### config.mk
export PLATFORM = sky130hd
export DESIGN_NAME = cpoa_core_pipe
export DESIGN_NICKNAME = d
export VERILOG_FILES = /design/src/common/cpoa_pkg.sv /design/src/design/cpoa_phase_gen.sv /design/src/design/cpoa_ptr_file.sv /design/src/design/cpoa_core_pipe.sv
export SDC_FILE = /design/constraint.sdc
export NUM_CORES = 1
export LEC_CHECK = 0
export BUFFER_PORTS_ARGS = -buffer_cell sky130_fd_sc_hd__buf_2
export CORE_UTILIZATION = 25
export DETAILED_ROUTE_END_ITERATION = 7
export SETUP_SLACK_MARGIN = 0.4
export SLEW_MARGIN = 20
export SYNTH_ARGS = -nofsm -noshare
export SYNTH_HDL_FRONTEND = slang
export SYNTH_SLANG_ARGS = --single-unit
### constraint.sdc
create_clock -name clk -period 6.51 [get_ports clk]
set_clock_uncertainty 0.15 [all_clocks]
set_input_delay 0.651 -clock clk [delete_from_list [all_inputs] [get_ports clk]]
set_output_delay 0.651 -clock clk [all_outputs]
set_load 0.005 [all_outputs]
### src/common/cpoa_pkg.sv
// Constants, field layouts and types for the core pipeline and operand addressing block.
// Assumes a single 25 MHz core clock and a plain software register port.
package cpoa_pkg;

    // ****************************************************************
    // Widths
    // ****************************************************************
    localparam int PC_W   = 20;                 // Program word address width
    localparam int IW_W   = 16;                 // Instruction word width
    localparam int DA_W   = 12;                 // Data address width
    localparam int BANK_W = 4;                  // Bank select width
    localparam int RD_W   = 32;                 // Register port data width
    localparam int RA_W   = 8;                  // Register port address width

    // ****************************************************************
    // Instruction fields and kinds
    // ****************************************************************
    localparam int KIND_HI = 15;
    localparam int KIND_LO = 12;
    localparam int FN_HI   = 11;
    localparam int FN_LO   = 10;
    localparam int D_BIT   = 9;                 // Destination select
    localparam int A_BIT   = 8;                 // Access select
    localparam logic [3:0] K_INH   = 4'h0;      // Inherent
    localparam logic [3:0] K_LIT   = 4'h1;      // Literal to accumulator
    localparam logic [3:0] K_BYTE  = 4'h2;      // Byte op with d and a
    localparam logic [3:0] K_STORE = 4'h3;      // Accumulator to register, implied dest
    localparam logic [3:0] K_FULL  = 4'h4;      // Full 12-bit source address move
    localparam logic [3:0] K_BANK  = 4'h5;      // Literal to bank select
    localparam logic [3:0] K_JUMP  = 4'hE;      // Absolute jump, target bits 7:0
    localparam logic [3:0] K_JHI   = 4'hF;      // Second word, target bits 19:8
    localparam logic [1:0] FN_MOV  = 2'h0;
    localparam logic [1:0] FN_INC  = 2'h1;
    localparam logic [1:0] FN_DEC  = 2'h2;
    localparam logic [1:0] FN_CLR  = 2'h3;
    localparam logic [15:0] NOP_WORD   = 16'h0000;
    localparam logic [7:0]  INH_CLRACC = 8'h01;

    // ****************************************************************
    // Data space map
    // ****************************************************************
    localparam logic [7:0]  ACCESS_SPLIT = 8'h60;   // Low access RAM below, SFRs above
    localparam logic [3:0]  ACCESS_HIGH  = 4'hF;    // Bank of the upper access region
    localparam logic [11:0] PTR_BASE0    = 12'hFE8;
    localparam logic [11:0] PTR_BASE1    = 12'hFD8;
    localparam logic [2:0]  OFS_LO       = 3'h1;
    localparam logic [2:0]  OFS_HI       = 3'h2;
    localparam logic [2:0]  OFS_PLUSW    = 3'h3;
    localparam logic [2:0]  OFS_PREINC   = 3'h4;
    localparam logic [2:0]  OFS_POSTDEC  = 3'h5;
    localparam logic [2:0]  OFS_POSTINC  = 3'h6;
    localparam logic [2:0]  OFS_PLAIN    = 3'h7;

    // ****************************************************************
    // Software registers and reset values
    // ****************************************************************
    localparam logic [7:0] REG_CTRL = 8'h00;   // Bit 0: extended_set_enable
    localparam logic [7:0] REG_BANK = 8'h04;   // bank_select_register
    localparam logic [7:0] REG_PC   = 8'h08;   // program_counter, read only
    localparam logic [7:0] REG_ACC  = 8'h0C;   // Working accumulator, read only
    localparam logic [7:0] REG_IR   = 8'h10;   // instruction_holding_register, read only
    localparam int         CTRL_EXT = 0;
    localparam logic [PC_W-1:0]   PC_RST   = 20'h00000;
    localparam logic [BANK_W-1:0] BANK_RST = 4'h0;
    localparam logic [7:0]        ACC_RST  = 8'h00;

    // Pointer access mode resolved from an alias address
    typedef enum logic [2:0] {
        PM_NONE, PM_PLAIN, PM_POSTINC, PM_POSTDEC, PM_PREINC, PM_PLUSW
    } cpoa_pmode_t;

endpackage : cpoa_pkg

### src/design/cpoa_phase_gen.sv
// Four-phase sequencer for the instruction cycle.
// Assumes the core clock is the input clock; one phase lasts one clock.
`timescale 1ns/1ps
module cpoa_phase_gen
    import cpoa_pkg::*;
(
    input  wire logic       clk,    // Core clock
    input  wire logic       rst_n,  // Async reset, active low
    output logic [3:0]      phase   // One-hot: bit 0 phase_one .. bit 3 phase_four
);

    typedef enum logic [1:0] {PH_ONE, PH_TWO, PH_THREE, PH_FOUR} cpoa_phase_t;

    cpoa_phase_t state;
    cpoa_phase_t next_state;

    // ****************************************************************
    // Divide by four
    // ****************************************************************
    // Phases advance strictly one to four, so they can never overlap
    always_comb begin
        unique case (state)
            PH_ONE:   next_state = PH_TWO;
            PH_TWO:   next_state = PH_THREE;
            PH_THREE: next_state = PH_FOUR;
            PH_FOUR:  next_state = PH_ONE;
        endcase
    end

    always_ff @(posedge clk or negedge rst_n) begin
        if (!rst_n) begin
            state <= PH_ONE;
        end else begin
            state <= next_state;
        end
    end

    // One-hot phase lines
    always_comb begin
        unique case (state)
            PH_ONE:   phase = 4'h1;
            PH_TWO:   phase = 4'h2;
            PH_THREE: phase = 4'h4;
            PH_FOUR:  phase = 4'h8;
        endcase
    end

endmodule : cpoa_phase_gen

### src/design/cpoa_ptr_file.sv
// Pointer register file: two 12-bit data pointers.
// Assumes one write per instruction cycle from the pipeline.
`timescale 1ns/1ps
module cpoa_ptr_file
    import cpoa_pkg::*;
(
    input  wire logic            clk,     // Core clock
    input  wire logic            rst_n,   // Async reset, active low
    input  wire logic            wrEn,    // Write strobe
    input  wire logic            wrIdx,   // Pointer selected for write
    input  wire logic [DA_W-1:0] wrValue, // New full pointer value
    output logic      [DA_W-1:0] ptr0,    // Pointer 0
    output logic      [DA_W-1:0] ptr1     // Pointer 1
);

    logic [DA_W-1:0] next_ptr0;
    logic [DA_W-1:0] next_ptr1;

    // ****************************************************************
    // Storage
    // ****************************************************************
    // Whole 12-bit value written so modify carries cross the byte boundary
    always_comb begin
        next_ptr0 = ptr0;
        next_ptr1 = ptr1;
        if (wrEn && !wrIdx) begin
            next_ptr0 = wrValue;
        end
        if (wrEn && wrIdx) begin
            next_ptr1 = wrValue;
        end
    end

    always_ff @(posedge clk or negedge rst_n) begin
        if (!rst_n) begin
            ptr0 <= 12'h000;
            ptr1 <= 12'h000;
        end else begin
            ptr0 <= next_ptr0;
            ptr1 <= next_ptr1;
        end
    end

endmodule : cpoa_ptr_file

### src/design/cpoa_core_pipe.sv
// Instruction pipeline and data operand address generation of an 8-bit core.
// Assumes program memory answers within the cycle, data RAM one clock after a read.
// Functional notes
// - Input clock divided into four phases
// - Instruction cycle runs phase one to four
// - Fetch overlaps execute of previous instruction
// - PC change flushes fetched word, two cycles
// - Program counter increments in phase one
// - Opcode captured phase one, executed two-four
// - Operand read phase two, write phase four
// - Inherent instructions take no operand field
// - Jump carries a 20-bit target address
// - Direct address from opcode low byte
// - Access bit one: bank plus address
// - Access bit zero: fixed access bank
// - Full 12-bit address ignores bank select
// - Destination bit picks register or accumulator
// - No destination bit: implied destination
// - Pointers address data, are memory mapped
// - Aliases increment, decrement or offset pointer
// - Indexed offset mode only when extension enabled
//
// The address-and-strobe port and the register addresses were chosen for this implementation.
`timescale 1ns/1ps
module cpoa_core_pipe
    import cpoa_pkg::*;
(
    input  wire logic              clk,      // Core clock, 25 MHz
    input  wire logic              rst_n,    // Async reset, active low
    output logic      [PC_W-1:0]   progAddr, // Program memory word address
    input  wire logic [IW_W-1:0]   progData, // Program memory word
    output logic      [DA_W-1:0]   ramAddr,  // Data RAM address
    output logic                   ramRead,  // Data RAM read strobe
    output logic                   ramWrite, // Data RAM write strobe
    output logic      [7:0]        ramWdata, // Data RAM write data
    input  wire logic [7:0]        ramRdata, // Data RAM read data, one clock after read
    input  wire logic [RA_W-1:0]   regAddr,  // Register port address
    input  wire logic [RD_W-1:0]   regWdata, // Register port write data
    input  wire logic              regWrite, // Register port write strobe
    input  wire logic              regRead,  // Register port read strobe
    output logic      [RD_W-1:0]   regRdata  // Register port read data
);

    logic [3:0]        phase;
    logic [DA_W-1:0]   ptr0;
    logic [DA_W-1:0]   ptr1;
    logic              ptrWrEn;
    logic              ptrWrIdx;
    logic [DA_W-1:0]   ptrWrValue;

    logic [PC_W-1:0]   pc,        next_pc;
    logic [IW_W-1:0]   ir,        next_ir;
    logic [IW_W-1:0]   fetchReg,  next_fetchReg;
    logic              flush,     next_flush;
    logic [7:0]        acc,       next_acc;
    logic [BANK_W-1:0] bank,      next_bank;
    logic              extEn,     next_extEn;
    logic [DA_W-1:0]   effAddr,   next_effAddr;
    cpoa_pmode_t       pmode,     next_pmode;
    logic              pidx,      next_pidx;
    logic [DA_W-1:0]   ptrNew,    next_ptrNew;
    logic              mapLo,     next_mapLo;
    logic              mapHi,     next_mapHi;
    logic [7:0]        result,    next_result;
    logic              toAcc,     next_toAcc;
    logic              toMem,     next_toMem;
    logic [PC_W-1:0]   next_progAddr;
    logic [DA_W-1:0]   next_ramAddr;
    logic              next_ramRead;
    logic              next_ramWrite;
    logic [7:0]        next_ramWdata;
    logic [RD_W-1:0]   next_regRdata;

    // ****************************************************************
    // Helpers
    // ****************************************************************
    // Direct operand address from the opcode low byte
    function automatic logic [DA_W-1:0] directAddr(
        input logic [IW_W-1:0]   op,
        input logic [BANK_W-1:0] bk,
        input logic              ext,
        input logic [DA_W-1:0]   p1
    );
        logic [7:0] lit;
        lit = op[7:0];
        if (op[A_BIT]) begin
            directAddr = {bk, lit};
        end else if (ext && (lit < ACCESS_SPLIT)) begin
            directAddr = DA_W'(p1 + {4'h0, lit});
        end else if (lit < ACCESS_SPLIT) begin
            directAddr = {4'h0, lit};
        end else begin
            directAddr = {ACCESS_HIGH, lit};
        end
    endfunction : directAddr

    // Which pointer alias, if any, an address names
    function automatic cpoa_pmode_t aliasMode(input logic [DA_W-1:0] a);
        aliasMode = PM_NONE;
        if ((a[11:3] == PTR_BASE0[11:3]) || (a[11:3] == PTR_BASE1[11:3])) begin
            unique case (a[2:0])
                OFS_PLAIN:   aliasMode = PM_PLAIN;
                OFS_POSTINC: aliasMode = PM_POSTINC;
                OFS_POSTDEC: aliasMode = PM_POSTDEC;
                OFS_PREINC:  aliasMode = PM_PREINC;
                OFS_PLUSW:   aliasMode = PM_PLUSW;
                default:     aliasMode = PM_NONE;
            endcase
        end
    endfunction : aliasMode

    // ****************************************************************
    // Submodules
    // ****************************************************************
    cpoa_phase_gen u_phase (
        .clk   (clk),
        .rst_n (rst_n),
        .phase (phase)
    );

    cpoa_ptr_file u_ptr (
        .clk     (clk),
        .rst_n   (rst_n),
        .wrEn    (ptrWrEn),
        .wrIdx   (ptrWrIdx),
        .wrValue (ptrWrValue),
        .ptr0    (ptr0),
        .ptr1    (ptr1)
    );

    // ****************************************************************
    // Pipeline, addressing and register port
    // ****************************************************************
    // Fetch of the next word runs in the same cycle as execute of the current one
    always_comb begin
        logic [DA_W-1:0] raw;
        logic [DA_W-1:0] pv;
        logic [7:0]      opnd;
        logic [3:0]      kind;
        cpoa_pmode_t     pm;
        raw  = 12'h000;
        pv   = 12'h000;
        opnd = 8'h00;
        kind = ir[KIND_HI:KIND_LO];
        pm   = PM_NONE;
        next_pc       = pc;
        next_ir       = ir;
        next_fetchReg = fetchReg;
        next_flush    = flush;
        next_acc      = acc;
        next_bank     = bank;
        next_extEn    = extEn;
        next_effAddr  = effAddr;
        next_pmode    = pmode;
        next_pidx     = pidx;
        next_ptrNew   = ptrNew;
        next_mapLo    = mapLo;
        next_mapHi    = mapHi;
        next_result   = result;
        next_toAcc    = toAcc;
        next_toMem    = toMem;
        next_progAddr = progAddr;
        next_ramAddr  = ramAddr;
        next_ramRead  = 1'b0;
        next_ramWrite = 1'b0;
        next_ramWdata = ramWdata;
        ptrWrEn       = 1'b0;
        ptrWrIdx      = 1'b0;
        ptrWrValue    = 12'h000;

        // Software writes; an instruction that loads the bank later in this block wins
        if (regWrite && (regAddr == REG_CTRL)) begin
            next_extEn = regWdata[CTRL_EXT];
        end
        if (regWrite && (regAddr == REG_BANK)) begin
            next_bank = regWdata[BANK_W-1:0];
        end

        if (phase[0]) begin
            // Phase one: advance the program counter and latch the opcode
            next_pc = PC_W'(pc + 20'h00001);
            next_ir = flush ? NOP_WORD : fetchReg;
            next_flush = 1'b0;
            kind = next_ir[KIND_HI:KIND_LO];
            if (kind == K_FULL) begin
                raw = next_ir[11:0];
            end else begin
                raw = directAddr(next_ir, bank, extEn, ptr1);
            end
            pm = aliasMode(raw);
            pv = (raw[11:3] == PTR_BASE1[11:3]) ? ptr1 : ptr0;
            next_pidx  = (raw[11:3] == PTR_BASE1[11:3]);
            next_pmode = pm;
            next_mapLo = (raw == PTR_BASE0 + 12'h001) || (raw == PTR_BASE1 + 12'h001);
            next_mapHi = (raw == PTR_BASE0 + 12'h002) || (raw == PTR_BASE1 + 12'h002);
            next_ptrNew = pv;
            unique case (pm)
                PM_PLAIN:   next_effAddr = pv;
                PM_POSTINC: begin
                    next_effAddr = pv;
                    next_ptrNew  = DA_W'(pv + 12'h001);
                end
                PM_POSTDEC: begin
                    next_effAddr = pv;
                    next_ptrNew  = DA_W'(pv - 12'h001);
                end
                PM_PREINC: begin
                    next_effAddr = DA_W'(pv + 12'h001);
                    next_ptrNew  = DA_W'(pv + 12'h001);
                end
                PM_PLUSW:   next_effAddr = DA_W'(pv + {4'h0, acc});
                PM_NONE:    next_effAddr = raw;
            endcase
            next_ramAddr = next_effAddr;
            // Inherent, literal and jump words never touch data memory
            next_ramRead = ((kind == K_BYTE) || (kind == K_FULL))
                           && !next_mapLo && !next_mapHi;
        end

        if (phase[2]) begin
            // Phase three: operand is back, form result and destination
            if (mapLo) begin
                opnd = pidx ? ptr1[7:0] : ptr0[7:0];
            end else if (mapHi) begin
                opnd = {4'h0, (pidx ? ptr1[11:8] : ptr0[11:8])};
            end else begin
                opnd = ramRdata;
            end
            next_toAcc  = 1'b0;
            next_toMem  = 1'b0;
            next_result = opnd;
            unique case (kind)
                K_INH: begin
                    next_toAcc  = (ir[7:0] == INH_CLRACC);
                    next_result = 8'h00;
                end
                K_LIT: begin
                    next_toAcc  = 1'b1;
                    next_result = ir[7:0];
                end
                K_BYTE: begin
                    unique case (ir[FN_HI:FN_LO])
                        FN_MOV: next_result = opnd;
                        FN_INC: next_result = 8'(opnd + 8'h01);
                        FN_DEC: next_result = 8'(opnd - 8'h01);
                        FN_CLR: next_result = 8'h00;
                    endcase
                    next_toMem = ir[D_BIT];
                    next_toAcc = !ir[D_BIT];
                end
                K_STORE: begin
                    next_toMem  = 1'b1;
                    next_result = acc;
                end
                K_FULL:  next_toAcc = 1'b1;
                default: next_toAcc = 1'b0;
            endcase
            next_ramAddr  = effAddr;
            next_ramWdata = next_result;
            next_ramWrite = next_toMem && !mapLo && !mapHi;
        end

        if (phase[3]) begin
            // Phase four: commit results, latch the fetched word
            if (toAcc) begin
                next_acc = result;
            end
            if (kind == K_BANK) begin
                next_bank = ir[BANK_W-1:0];
            end
            if (pmode == PM_POSTINC || pmode == PM_POSTDEC || pmode == PM_PREINC) begin
                ptrWrEn    = 1'b1;
                ptrWrIdx   = pidx;
                ptrWrValue = ptrNew;
            end else if (toMem && (mapLo || mapHi)) begin
                ptrWrEn    = 1'b1;
                ptrWrIdx   = pidx;
                ptrWrValue = mapLo ? {ptrNew[11:8], result} : {result[3:0], ptrNew[7:0]};
            end
            next_fetchReg = progData;
            next_progAddr = pc;
            if (kind == K_JUMP) begin
                // Target low byte from this word, high bits from the word being fetched
                next_pc       = {progData[11:0], ir[7:0]};
                next_progAddr = next_pc;
                next_flush    = 1'b1;
            end
        end

        // Read data stand only in the cycle after the strobe
        next_regRdata = 32'h0000_0000;
        if (regRead) begin
            unique case (regAddr)
                REG_CTRL: next_regRdata = {31'h0000_0000, extEn};
                REG_BANK: next_regRdata = {28'h000_0000, bank};
                REG_PC:   next_regRdata = {12'h000, pc};
                REG_ACC:  next_regRdata = {24'h00_0000, acc};
                REG_IR:   next_regRdata = {16'h0000, ir};
                default:  next_regRdata = 32'h0000_0000;
            endcase
        end
    end

    always_ff @(posedge clk or negedge rst_n) begin
        if (!rst_n) begin
            pc       <= PC_RST;
            ir       <= NOP_WORD;
            fetchReg <= NOP_WORD;
            flush    <= 1'b0;
            acc      <= ACC_RST;
            bank     <= BANK_RST;
            extEn    <= 1'b0;
            effAddr  <= 12'h000;
            pmode    <= PM_NONE;
            pidx     <= 1'b0;
            ptrNew   <= 12'h000;
            mapLo    <= 1'b0;
            mapHi    <= 1'b0;
            result   <= 8'h00;
            toAcc    <= 1'b0;
            toMem    <= 1'b0;
            progAddr <= PC_RST;
            ramAddr  <= 12'h000;
            ramRead  <= 1'b0;
            ramWrite <= 1'b0;
            ramWdata <= 8'h00;
            regRdata <= 32'h0000_0000;
        end else begin
            pc       <= next_pc;
            ir       <= next_ir;
            fetchReg <= next_fetchReg;
            flush    <= next_flush;
            acc      <= next_acc;
            bank     <= next_bank;
            extEn    <= next_extEn;
            effAddr  <= next_effAddr;
            pmode    <= next_pmode;
            pidx     <= next_pidx;
            ptrNew   <= next_ptrNew;
            mapLo    <= next_mapLo;
            mapHi    <= next_mapHi;
            result   <= next_result;
            toAcc    <= next_toAcc;
            toMem    <= next_toMem;
            progAddr <= next_progAddr;
            ramAddr  <= next_ramAddr;
            ramRead  <= next_ramRead;
            ramWrite <= next_ramWrite;
            ramWdata <= next_ramWdata;
            regRdata <= next_regRdata;
        end
    end

endmodule : cpoa_core_pipe

Word-level counts from Yosys, hierarchy flattened
Cells that the tools add are included.
Word-level totals
  bits of input ports: 68
  word-level logic and storage cells: 154
  flip-flop bits (word level): 198
Cells by class
  $lt $le $gt $ge: 1
  equality and inequality tests: 38
  $add $sub $neg: 7
  mux-type cells: 51
  reductions and logical operators: 33
Operators by type and width (number)
  2-to-1 mux 12 bit: 12
  2-to-1 mux 20 bit: 5
  one-hot mux 20 bit (5 select lines): 1
  one-hot mux 8 bit (4 select lines): 2
  == test 12 bit, second input constant: 4
  one-hot mux 12 bit (4 select lines): 1
  2-to-1 mux 8 bit: 4
  adder 12 x 8 -> 12 bit: 2
  one-hot mux 12 bit (2 select lines): 1
  == test 3 bit, second input constant: 7
  adder 20 x 1 -> 20 bit, second input constant: 1
  2-to-1 mux 4 bit: 5
  == test 9 bit, second input constant: 2
  == test 8 x 4 -> 1 bit, second input constant: 2
  2-to-1 mux 16 bit: 1
  one-hot mux 4 bit (4 select lines): 1
  == test 3 x 2 -> 1 bit, second input constant: 5
  one-hot mux 3 bit (5 select lines): 1
  adder 12 x 1 -> 12 bit, second input constant: 1
  == test 4 x 2 -> 1 bit, second input constant: 3
  == test 4 x 3 -> 1 bit, second input constant: 3
  2-to-1 mux 1 bit: 12
  subtractor 12 x 1 -> 12 bit, second input constant: 1
  logical AND 1 bit: 10
  other kinds (25): 43

Longest topological paths before layout
Gate-level depths: netlist of the first run.
  word-level depth: 16
  mapped depth: 29
  mapped depth without buffers: 25

Cells and area by module
Synthesis of the first run repeated with hierarchy kept, for this count alone.
Second synthesis, totals
  cell total of the unflattened synthesis: 1290
  area total of the unflattened synthesis: 12250.5 µm²
Modules (own cells, without submodules)
  cpoa_core_pipe: cells each 1229, instances 1, area each 11183.2 µm², seq. area each 4003.8 µm²
  cpoa_ptr_file: cells each 52, instances 1, area each 953.4 µm², seq. area each 600.6 µm²
  cpoa_phase_gen: cells each 9, instances 1, area each 113.9 µm², seq. area each 50.0 µm²

Worst setup path before layout of the first run
No wires, ideal clock.
  path kind: register to register
  start point: reg flush
  end point: reg ramAddr[6]
  arrival time: 5887 ps
  stages on the path, launching flop included: 29
  slack: 386 ps
  required time: 6273 ps
  cells stage by stage: dfrtp_1 -> buf_2 -> buf_1 -> nor2b_1 -> ha_1 -> inv_1 -> fa_1 -> and3b_1 -> a311oi_1 -> xor2_1 -> or3_1 -> a211o_1 -> nor3_2 -> nand2_2 -> buf_6 -> mux2i_2 -> inv_1 -> ha_1 -> fa_1 -> a21o_1 -> a21oi_1 -> o21bai_1 -> a21oi_1 -> xnor2_1 -> o21ai_0 -> a221o_1 -> o21ai_0 -> o211ai_1 -> a22oi_1
On the way
  longest elaborated chain between the ends: 16
  elaborated cells on any way between the ends: 34
  classes of those cells: add/sub (3); order compare (1); eq/ne (13); mux (13); reduce/logical (4)
RTL lines
  from (decl): line cpoa_core_pipe.sv:54  | logic flush, next_flush;
  from (signal assigned): line cpoa_core_pipe.sv:332  | flush <= next_flush;
  2-to-1 mux 16 bit *: line cpoa_core_pipe.sv:182  | next_ir = flush ? NOP_WORD : fetchReg;
  parallel branches: the longest is 4 deep, another holds adder 12 x 8 -> 12 bit
  2-to-1 mux 12 bit *: line cpoa_core_pipe.sv:185  | if (kind == K_FULL) begin
  2-to-1 mux 12 bit *: line cpoa_core_pipe.sv:179  | if (phase[0]) begin
  parallel branches: the longest is 6 deep, another holds adder 12 x 8 -> 12 bit
  one-hot mux 12 bit (4 select lines) *: line cpoa_core_pipe.sv:197  | unique case (pm)
  2-to-1 mux 12 bit *: line cpoa_core_pipe.sv:179
  2-to-1 mux 12 bit *: line cpoa_core_pipe.sv:220  | if (phase[2]) begin
  to (signal assigned): line cpoa_core_pipe.sv:346  | ramAddr <= next_ramAddr;
  to (decl): line cpoa_core_pipe.sv:32  | output logic [DA_W-1:0] ramAddr,
Every way passes the cells marked *. The select of a mux whose other input is x is not followed.
A chain may end at the register's enable or synchronous reset.

Worst setup path after layout of the first run
  start point: reg flush
  end point: reg ramAddr[9]
Same word-level chain as after synthesis.

==> results of run 1 <==
kinds of logic (layout without fill, tap and decap cells):
kind of cell	count (synthesis)	after routing	share of synthesized area (%)
compound gates	358	358	19.7
xor+xnor	63	63	4.60
fa+ha+maj	30	30	3.31
buf+inv	141	223	5.12
flops	186	186	38.8
mux	125	125	11.1
other cells	1	12	0.0312
simple gates	448	448	17.4
sequential cells by signal, summed over array words and instances, names as in the netlist, 2 cells and up:
signal	count
pc	20
progAddr	20
regRdata	20
fetchReg	16
ir	16
effAddr	12
ptrNew	12
ramAddr	12
u_ptr.ptr0	12
u_ptr.ptr1	12
acc	8
result	8
bank	4
pmode	3
u_phase.state	2
critical path: stages, from the launching register on:
cell      delay, ns
dfrtp_2        0.48
nor2b_4        0.18
ha_2           0.20
inv_1          0.05
fa_1           0.40
and3b_1        0.24
a311oi_2       0.08
xor2_1         0.22
or3_4          0.43
a211o_4        0.39
nor3_4         0.15
nand2_2        0.10
buf_4          0.22
nand2_1        0.13
o21ai_4        0.09
ha_1           0.28
a21o_1         0.17
a21oi_2        0.20
nor2b_1        0.09
o21ai_1        0.20
a21oi_1        0.14
a21o_1         0.27
a211oi_2       0.23
a21oi_1        0.07
a311oi_2       0.33
buf_4          0.17
o31ai_1        0.06
routing by layer:
metal | track usage [%] | wire [um]
met5 | 0 | 0
met4 | 5.01 | 1090
met3 | 4.51 | 3370
met2 | 26.0 | 18700
met1 | 24.9 | 20200
power by group:
part           internal (W)  switching (W)
combinational      0.000289       0.000338
sequential          0.00129       0.000196
clock              0.000526       0.000566
stage by stage:
| step | total power (W) | std cells | util (%) | hold WS [ns] | worst slack (ns) |
|---|---|---|---|---|---|
| floorplan | 0.00183 | 1363 | - | 0.205 | 0.480 |
| global placement | 0.00210 | 2018 | 28.2 | 0.303 | 0.157 |
| detailed placement | 0.00212 | 2018 | 28.2 | 0.310 | 0.147 |
| CTS | 0.00322 | 2050 | 29.6 | 0.194 | 0.425 |
| global route | 0.00335 | 2052 | 29.8 | 0.216 | 0.348 |
| finish | 0.00320 | 2052 | 29.8 | 0.133 | 0.635 |
synthesized netlist by cell type, drive strengths merged (27+ instances only):
library cell / n / area [um2]
nand2: 104 / 395
buf: 38 / 228
xnor2: 34 / 298
nor2: 173 / 652
inv: 39 / 146
dfrtp: 186 / 4650
a21oi: 120 / 608
o21ai: 75 / 375
nand3: 38 / 190
mux2i: 76 / 776
clkbuf: 62 / 233
a22oi: 27 / 203
mux2: 49 / 556
nor3: 36 / 200
xor2: 29 / 254
ha: 27 / 338
path summary, 6_finish.rpt:
check                                to  slack, ns
setup reg to reg             ramAddr[9]       0.64
max in group asynchronous         ir[1]       4.58
hold reg to reg              effAddr[2]       0.33
hold / removal             progAddr[17]       0.13
setup / recovery             ramAddr[9]       0.64
min in group clk           fetchReg[14]       0.26
area by class of cell:
type,count,share of cell area [%]
multi-input combinational,1036,49.4
sequential,186,33.3
tap,607,5.42
clock buffer,17,3.04
clock inverter,15,1.39
inverter,41,1.10
timing repair buffer,150,6.35
repair_timing:
action,4_1_cts,5_1_grt
endpoints found under the setup margin,12,13
pin swaps,0,8
resized for setup,8,25
hold endpoints to repair,0,0
setup buffers,0,2
==> flow_summary_export.csv, run 1 <==
group,metric,value,unit
sta,hold_viol,0,
routing,routed_wire_length_per_instance,21.1,um
grt,antenna_found_initial,0,
yosys,synth_sequential_area_ratio,38.8,%
yosys,synth_seq_cells,186,
job,cap_viol_max_count,0,
critical_path,cp.arrival,6.06,ns
yosys,synth_edf_count,0,
critical_path,worst-setup-path-type,"register to register",
yosys,netlist_area,0.0120,mm2
floorplan,die_x,221,um
sta,tightestPinTransition,0.987,ns
routing,avgViaCountPerCell,5.31,
power_and_ir_drop,power.density_cell_area,229,mW/mm2
sta,fmaxAchievable,0.170,GHz
power_and_ir_drop,worst_ir_drop_vdd,0.166,mV
finish,share_of_post_route_cells_with_drive_strength_above_1,19.4,%
yosys,syn_inst,1352,
floorplan,die-height,221,um
finish,syn_to_final_growth,16.6,%
routing,drt_pass1_iterations,5,
finish,num_antenna_cells,0,
sta,timing.max_slew.rel_slack,34.2,%
finish,most_frequent_cells_in_the_layout,"dfrtp_1 (185), nor2_1 (172), a21oi_1 (113)",
clocking,clock_path_buffers,2,
grt,grt_util_all_layers,17.5,%
clocking,cts_hold_buffers,0,
power_and_ir_drop,leakage,6.18,nW
finish,post-route-cell-area,0.0140,mm2
finish,fillerInstances,4937,
clocking,htree_num_levels,4,
placement,placement.io_buffers,101,
critical_path,element_type_at_the_critical_path_end,"register",
routing,post-route-drc-count,0,
yosys,postSynthAreaPerCell,8.88,um2
floorplan,core_area,0.0470,mm2
critical_path,reg2reg_from,"flush",
routing,dr.first_iter.drc_count,1284,
finish,most_frequent_standard_cell_in_the_layout_excluding_fill_and_tap_cells,"dfrtp_1",
finish,multi_input_comb_area,0.00692,mm2
run_status,status,"completed",
critical_path,cp_max_fo,10,
yosys,ys_types,87,
finish,regArea,0.00466,mm2
sta,final_period_minus_worst_setup_slack,5.87,ns
floorplan,initial_utilization,25.6,%
critical_path,timing.reg2reg.worst_path_depth,26,
worst_hold_path,hold_class,"input port to async pin",
placement,placed_area,0.0132,mm2
routing,vias,10900,
floorplan,die_area,0.0489,mm2
yosys,most_used_dff_post_synth,"dfrtp_1",
yosys,synth.yosys.warnings,0,
floorplan,num_rows,79,
clocking,cts_made_buffers,17,
grt,grt_pass1_wl,65300,um
grt,grt_pass1_vias,10200,
sta,grt_setup_unrepaired,"true",
clocking,worst_skew_pair.late_latency,0.47,ns
sta,fin_crit_sh,90.2,%
critical_path,worst_ep_required_time,6.69,ns
placement,post-dp-hpwl,32100,um
placement,finalWeightedCongestion,0.960,
critical_path,critical_path.startpoint,"flush",
clocking,clkSinkCount,186,
grt,grt_start_max_net_pins,117,
finish,design.final.nets,1530,
yosys,postSynth.asyncResetShare,100,%
sta,slew_viol_final,0,
routing,detail-route-antenna-nets,0,
sta,setup-tns-final,0,ns
clocking,tritoncts,"built",
floorplan,ioPinCount,142,
clocking,clock_pin_slew_on_the_worst_setup_and_hold_paths,0.09,ns
sta,final-setup-viol-count,0,
routing,detail_route.wirelength,43400,um
grt,global_route.overflow_total,0,
clocking,root_buffer,"clkbuf_16",
critical_path,startpoint_type,"register",
(Power assumes the default switching activity.)
==> inputs of run 2 (changes only) <==
--- a/config.mk
+++ b/config.mk
@@ -5,9 +5,10 @@
 export SDC_FILE = /design/constraint.sdc
 export NUM_CORES = 1
 export LEC_CHECK = 0
-export BUFFER_PORTS_ARGS = -buffer_cell sky130_fd_sc_hd__buf_2
-export CORE_UTILIZATION = 25
+export BUFFER_PORTS_ARGS = -buffer_cell sky130_fd_sc_hd__clkbuf_2
+export CORE_UTILIZATION = 54
 export DETAILED_ROUTE_END_ITERATION = 7
+export PLACE_DENSITY = 0.78
 export SETUP_SLACK_MARGIN = 0.4
 export SLEW_MARGIN = 20
 export SYNTH_ARGS = -nofsm -noshare
==> flow_summary_export.csv, run 2 (synthesized netlist as in run 1, its figures left out) <==
group,metric,value,unit
sta,timing.max_slew.rel_slack,32.5,%
power_and_ir_drop,worst_ir_drop_vdd,0.174,mV
worst_hold_path,hold_class,"input port to async pin",
critical_path,cp_max_fo,6,
finish,most_frequent_standard_cell_in_the_layout_excluding_fill_and_tap_cells,"dfrtp_1",
power_and_ir_drop,net_switching_fraction_of_the_power,32.8,%
finish,final_cells,1713,
sta,slew_viol_final,0,
clocking,root_buffer,"clkbuf_16",
critical_path,startpoint_type,"register",
sta,hold_viol,0,
job,cap_viol_max_count,0,
floorplan,die-height,151,um
floorplan,num_rows,54,
finish,fillerInstances,1867,
critical_path,worst_ep_required_time,6.72,ns
routing,detail-route-antenna-nets,0,
power_and_ir_drop,p_seq_share,47.5,%
grt,grt_util_all_layers,34.4,%
clocking,clkSinkCount,186,
finish,share_of_post_route_cells_with_drive_strength_above_1,18.8,%
sta,setup-tns-final,0,ns
critical_path,worst-setup-path-type,"register to register",
sta,tightestPinTransition,1.01,ns
critical_path,ff2ff_setup_slack,0.60,ns
run_status,status,"completed",
power_and_ir_drop,power.clock.fraction,32.8,%
clocking,tritoncts,"built",
routing,routed_wire_length_per_instance,22.4,um
finish,reg.largest.list,"pc: 20 flops, progAddr: 20 flops, regRdata: 20 flops",
clocking,clock_path_buffers,2,
sta,final-setup-viol-count,0,
placement,finalWeightedCongestion,1.01,
sta,fin_crit_sh,90.8,%
floorplan,ioPinCount,142,
power_and_ir_drop,netSwitchingPower,0.00102,W
grt,antenna_found_initial,0,
sta,grt_setup_unrepaired,"false",
grt,global_route.overflow_total,0,
critical_path,cp.arrival,6.13,ns
clocking,worst_skew_pair.late_latency,0.45,ns
finish,syn_to_final_growth,12.0,%
floorplan,die_x,151,um
floorplan,die_area,0.0228,mm2
clocking,cts_made_buffers,17,
placement,place_ws,0.156,ns
critical_path,reg2reg_from,"flush",
routing,detail_route.wirelength,38300,um
routing,drt_pass1_iterations,6,
critical_path,element_type_at_the_critical_path_end,"register",
placement,placement.io_buffers,101,
power_and_ir_drop,power.density_cell_area,230,mW/mm2
clocking,clock_pin_slew_on_the_worst_setup_and_hold_paths,0.08,ns
grt,grt_start_max_net_pins,117,
sta,final_period_minus_worst_setup_slack,5.91,ns
sta,fmaxAchievable,0.169,GHz
critical_path,critical_path.reg2reg.endpoint,"ramAddr[6]",
power_and_ir_drop,power_report.internal_total,0.00208,W
routing,dr.first_iter.drc_count,1080,
clocking,cts_hold_buffers,0,
finish,design.final.nets,1520,
power_and_ir_drop,leakage,6.11,nW
routing,post-route-drc-count,0,
clocking,htree_num_levels,4,
sta,finalHoldWorstSlack,0.184,ns
grt,grt_pass1_wl,59100,um
floorplan,core_area,0.0218,mm2
placement,dp_cells,1678,
sta,final.setup.worst_slack,0.597,ns
finish,num_antenna_cells,0,
critical_path,timing.reg2reg.worst_path_depth,25,
grt,grt_pass1_vias,10200,
finish,most_frequent_cells_in_the_layout,"dfrtp_1 (185), nor2_1 (172), a21oi_1 (114)",
power_and_ir_drop,p_comb_share,19.7,%
routing,vias,11000,
routing,avgViaCountPerCell,6.43,
floorplan,initial_utilization,55.0,%
placement,post-dp-hpwl,27800,um
==> run 2: cell count changes in the layout (fill, tap and decap cells not counted), sizes merged <==
cell / previous run / this run
clkinvlp: 2 / 1
inv: 46 / 45
clkbuf: 18 / 118
buf: 149 / 39
==> run 2: worst max-delay path: stages, from the launching register on <==
cell	delay (ns)
dfrtp_2	0.46
nor2b_2	0.16
ha_2	0.20
inv_1	0.05
fa_2	0.36
and3b_2	0.28
a311oi_4	0.06
xor2_1	0.19
or3_4	0.38
a211o_4	0.37
nor3_4	0.25
nand2_4	0.12
mux2i_2	0.22
inv_1	0.10
ha_1	0.22
fa_2	0.36
a21o_1	0.20
a21oi_2	0.19
o21bai_1	0.10
a21oi_2	0.19
xnor2_1	0.14
o21ai_0	0.09
a221o_1	0.36
o21ai_0	0.18
o211ai_1	0.22
a22oi_1	0.24
==> run 2: timing repair <==
action,4_1_cts,5_1_grt
gates resized for setup,8,25
buffers inserted,0,5
setup endpoints to repair,11,16
pin swaps,1,7
hold endpoints to repair,0,0
==> run 2: how the worst max path moves through the flow <==
| stage | start | endpoint | slack, ns | cells after the start |
|---|---|---|---|---|
| detailed placement | flush | ramAddr[9] | 0.16 | 21 |
| finish | flush | ramAddr[6] | 0.60 | 25 |
| global placement | flush | ramAddr[9] | 0.31 | 21 |
| CTS | flush | ramAddr[6] | 0.40 | 24 |
| global route | flush | ramAddr[7] | 0.42 | 25 |
| floorplan | flush | ramAddr[6] | 0.48 | 28 |
==> run 2: final cells by class <==
cell class                 instances  area (um2)  area share (%)
multi-input combinational       1036        6920            51.5
sequential                       186        4660            34.6
timing repair buffer             140         811            6.03
clock buffer                      17         425            3.16
tap                              280         350            2.60
inverter                          41         154            1.14
clock inverter                    13         135            1.00
==> run 2: power groups by stage <==
stage / Combinational (W) / Sequential, W / Clock, W
after floorplan: 0.000418 / 0.00141 / 0
after detailed placement: 0.000591 / 0.00149 / 0
after global routing: 0.000682 / 0.00149 / 0.00107
after CTS: 0.000599 / 0.00147 / 0.00102
final: 0.000609 / 0.00147 / 0.00101
after global placement: 0.000575 / 0.00148 / 0
==> run 2: per-layer routing <==
| layer | global-route usage (%) | routed length [um] | vias up |
|---|---|---|---|
| li1 | - | - | 4987 |
| met1 | 45.6 | 15600 | 5319 |
| met2 | 54.6 | 17600 | 601 |
| met3 | 5.36 | 3150 | 108 |
| met4 | 17.1 | 1950 | 0 |
| met5 | 0 | 0 | - |
==> run 2: metrics by stage <==
stage	utilization [%]	area, um2	total power, W
floorplan	-	12000	0.00183
global placement	58.3	12700	0.00205
detailed placement	58.3	12700	0.00208
CTS	61.0	13300	0.00309
global route	61.6	13500	0.00324
finish	61.6	13500	0.00309
==> inputs of run 3 (changes only) <==
--- a/config.mk
+++ b/config.mk
@@ -6,9 +6,9 @@
 export NUM_CORES = 1
 export LEC_CHECK = 0
 export BUFFER_PORTS_ARGS = -buffer_cell sky130_fd_sc_hd__clkbuf_2
-export CORE_UTILIZATION = 54
+export CORE_UTILIZATION = 50
 export DETAILED_ROUTE_END_ITERATION = 7
-export PLACE_DENSITY = 0.78
+export PLACE_DENSITY = 0.8
 export SETUP_SLACK_MARGIN = 0.4
 export SLEW_MARGIN = 20
 export SYNTH_ARGS = -nofsm -noshare
==> flow_summary_export.csv, run 3 (synthesized netlist as in run 1, its figures left out) <==
group,metric,value,unit
grt,grt_pass1_wl,58300,um
clocking,cts_made_buffers,17,
sta,hold_viol,0,
clocking,postCtsSetupRepairBufs,0,
power_and_ir_drop,power.density_cell_area,234,mW/mm2
sta,final-setup-viol-count,0,
power_and_ir_drop,net_switching_fraction_of_the_power,32.9,%
power_and_ir_drop,leakage,6.13,nW
critical_path,cp.arrival,6.15,ns
routing,drt_pass1_iterations,8,
critical_path,cp_max_fo,21,
power_and_ir_drop,power.clock.fraction,34.0,%
grt,grt_pass1_vias,10600,
grt,use_met1,39.3,%
grt,met2_usage,49.2,%
grt,most_congested_layer_reported_by_global_routing,"met2",
sta,fin_crit_sh,91.3,%
sta,tightestPinTransition,0.991,ns
sta,finalHoldWorstSlack,0.0130,ns
finish,syn_to_final_growth,12.4,%
sta,setup-tns-final,0,ns
power_and_ir_drop,p_seq_share,46.7,%
clocking,tritoncts,"built",
grt,globalRouteMet3Util,7.35,%
worst_hold_path,hold_class,"input port to async pin",
routing,routed_wire_length_per_instance,21.7,um
sta,slew_viol_final,0,
floorplan,initial_utilization,51.0,%
floorplan,die-height,157,um
sta,final_period_minus_worst_setup_slack,5.94,ns
power_and_ir_drop,power_report.internal_total,0.00212,W
floorplan,ioPinCount,142,
finish,design.final.nets,1520,
routing,dr.first_iter.drc_count,1206,
placement,placement.io_buffers,101,
critical_path,startpoint_type,"register",
floorplan,die_area,0.0246,mm2
critical_path,worst_ep_required_time,6.72,ns
clocking,root_buffer,"clkbuf_16",
power_and_ir_drop,worst_ir_drop_vdd,0.188,mV
routing,vias,11100,
finish,most_frequent_standard_cell_in_the_layout_excluding_fill_and_tap_cells,"dfrtp_1",
power_and_ir_drop,netSwitchingPower,0.00104,W
routing,post-route-drc-count,0,
run_status,status,"completed",
routing,detail-route-antenna-nets,0,
floorplan,core_area,0.0235,mm2
grt,global_route.overflow_total,0,
finish,share_of_post_route_cells_with_drive_strength_above_1,18.1,%
finish,reg.largest.list,"pc: 20 flops, progAddr: 20 flops, regRdata: 20 flops",
routing,avgViaCountPerCell,6.33,
grt,grt_util_all_layers,31.2,%
sta,fmaxAchievable,0.168,GHz
finish,most_frequent_cells_in_the_layout,"dfrtp_1 (185), nor2_1 (172), a21oi_1 (115)",
floorplan,num_rows,56,
sta,timing.max_slew.rel_slack,33.3,%
grt,antenna_found_initial,2,
critical_path,worst-setup-path-type,"register to register",
job,cap_viol_max_count,0,
clocking,clock_path_buffers,2,
placement,finalWeightedCongestion,1.02,
critical_path,element_type_at_the_critical_path_end,"register",
clocking,clkSinkCount,186,
clocking,clock_pin_slew_on_the_worst_setup_and_hold_paths,0.08,ns
clocking,htree_num_levels,4,
placement,post-dp-hpwl,27700,um
critical_path,reg2reg_from,"flush",
power_and_ir_drop,p_comb_share,19.3,%
grt,grt_start_max_net_pins,68,
clocking,worst_skew_pair.late_latency,0.46,ns
floorplan,die_x,157,um
critical_path,critical_path.startpoint,"flush",
routing,detail_route.wirelength,38100,um
sta,grt_setup_unrepaired,"true",
[run 3: cell types whose count changed in the layout (fill, tap and decap cells not counted), sizes merged]
cell    before  now
diode        0    1
bufinv       0    1
inv         45   46
clkinv       8    7
[run 3: power by group through the flow]
stage	Combinational, W	Sequential, W	Clock (W)
3_5_place_dp	0.000592	0.00149	0
5_1_grt	0.000680	0.00149	0.00113
2_1_floorplan	0.000418	0.00141	0
6_report	0.000611	0.00148	0.00107
3_3_place_gp	0.000571	0.00148	0
4_1_cts	0.000602	0.00146	0.00109
[run 3: final cells by class]
type / count / area [um2]
clock buffers: 17 / 425
flip-flops and latches: 186 / 4660
inverters: 41 / 154
diodes: 1 / 2.50
fillers: 2104 / 10100
clock inverters: 14 / 175
repair buffers: 140 / 807
multi-input cells: 1036 / 6870
well taps: 319 / 399
[run 3: final timing paths]
check,depth (start not counted),slack [ns],to
worst max-delay path,22,0.57,ramAddr[6]
max in group asynchronous,2,4.96,ir[4]
worst min register to register,1,0.33,effAddr[5]
worst min-delay path,1,0.01,pc[12]
min in group clk,3,0.33,fetchReg[13]
worst max register to register,22,0.57,ramAddr[6]
[run 3: worst max-delay path, stage by stage, from the launching register on]
cell,delay (ns)
dfrtp_2,0.45
buf_4,0.22
nor2b_1,0.65
o311ai_2,0.31
a2111o_1,0.42
and3_1,0.21
a211o_4,0.36
nor3_4,0.23
nand2_2,0.10
mux2i_2,0.22
inv_1,0.10
ha_1,0.22
fa_1,0.41
a21o_1,0.21
a21oi_2,0.18
o21bai_1,0.10
a21oi_2,0.18
xnor2_1,0.13
o21ai_0,0.12
a221o_1,0.37
o21ai_1,0.16
o211ai_1,0.14
a22oi_1,0.20
[run 3: layer usage]
layer	share of wire, %	vias up	wire (um)
met5	0.021	-	8
met4	5.2	2	1980
met3	9.9	146	3780
met2	45	698	17100
met1	40	5268	15300
li1	-	4996	-
[run 3: what timing repair did]
item	CTS	global route
gates resized for setup	4	16
hold buffers	0	0
endpoints found under the hold margin	0	0
pin swaps	1	2
endpoints found under the setup margin	7	15
[run 3: stage by stage]
stage | utilization [%] | power, W | std cells | area [um2] | setup WS, ns
floorplan | - | 0.00183 | 1363 | 12000 | 0.480
global placement | 54.4 | 0.00205 | 1722 | 12800 | 0.504
detailed placement | 54.4 | 0.00208 | 1722 | 12800 | 0.371
CTS | 57.0 | 0.00315 | 1753 | 13400 | 0.435
global route | 57.3 | 0.00330 | 1753 | 13500 | 0.348
finish | 57.3 | 0.00316 | 1754 | 13500 | 0.569
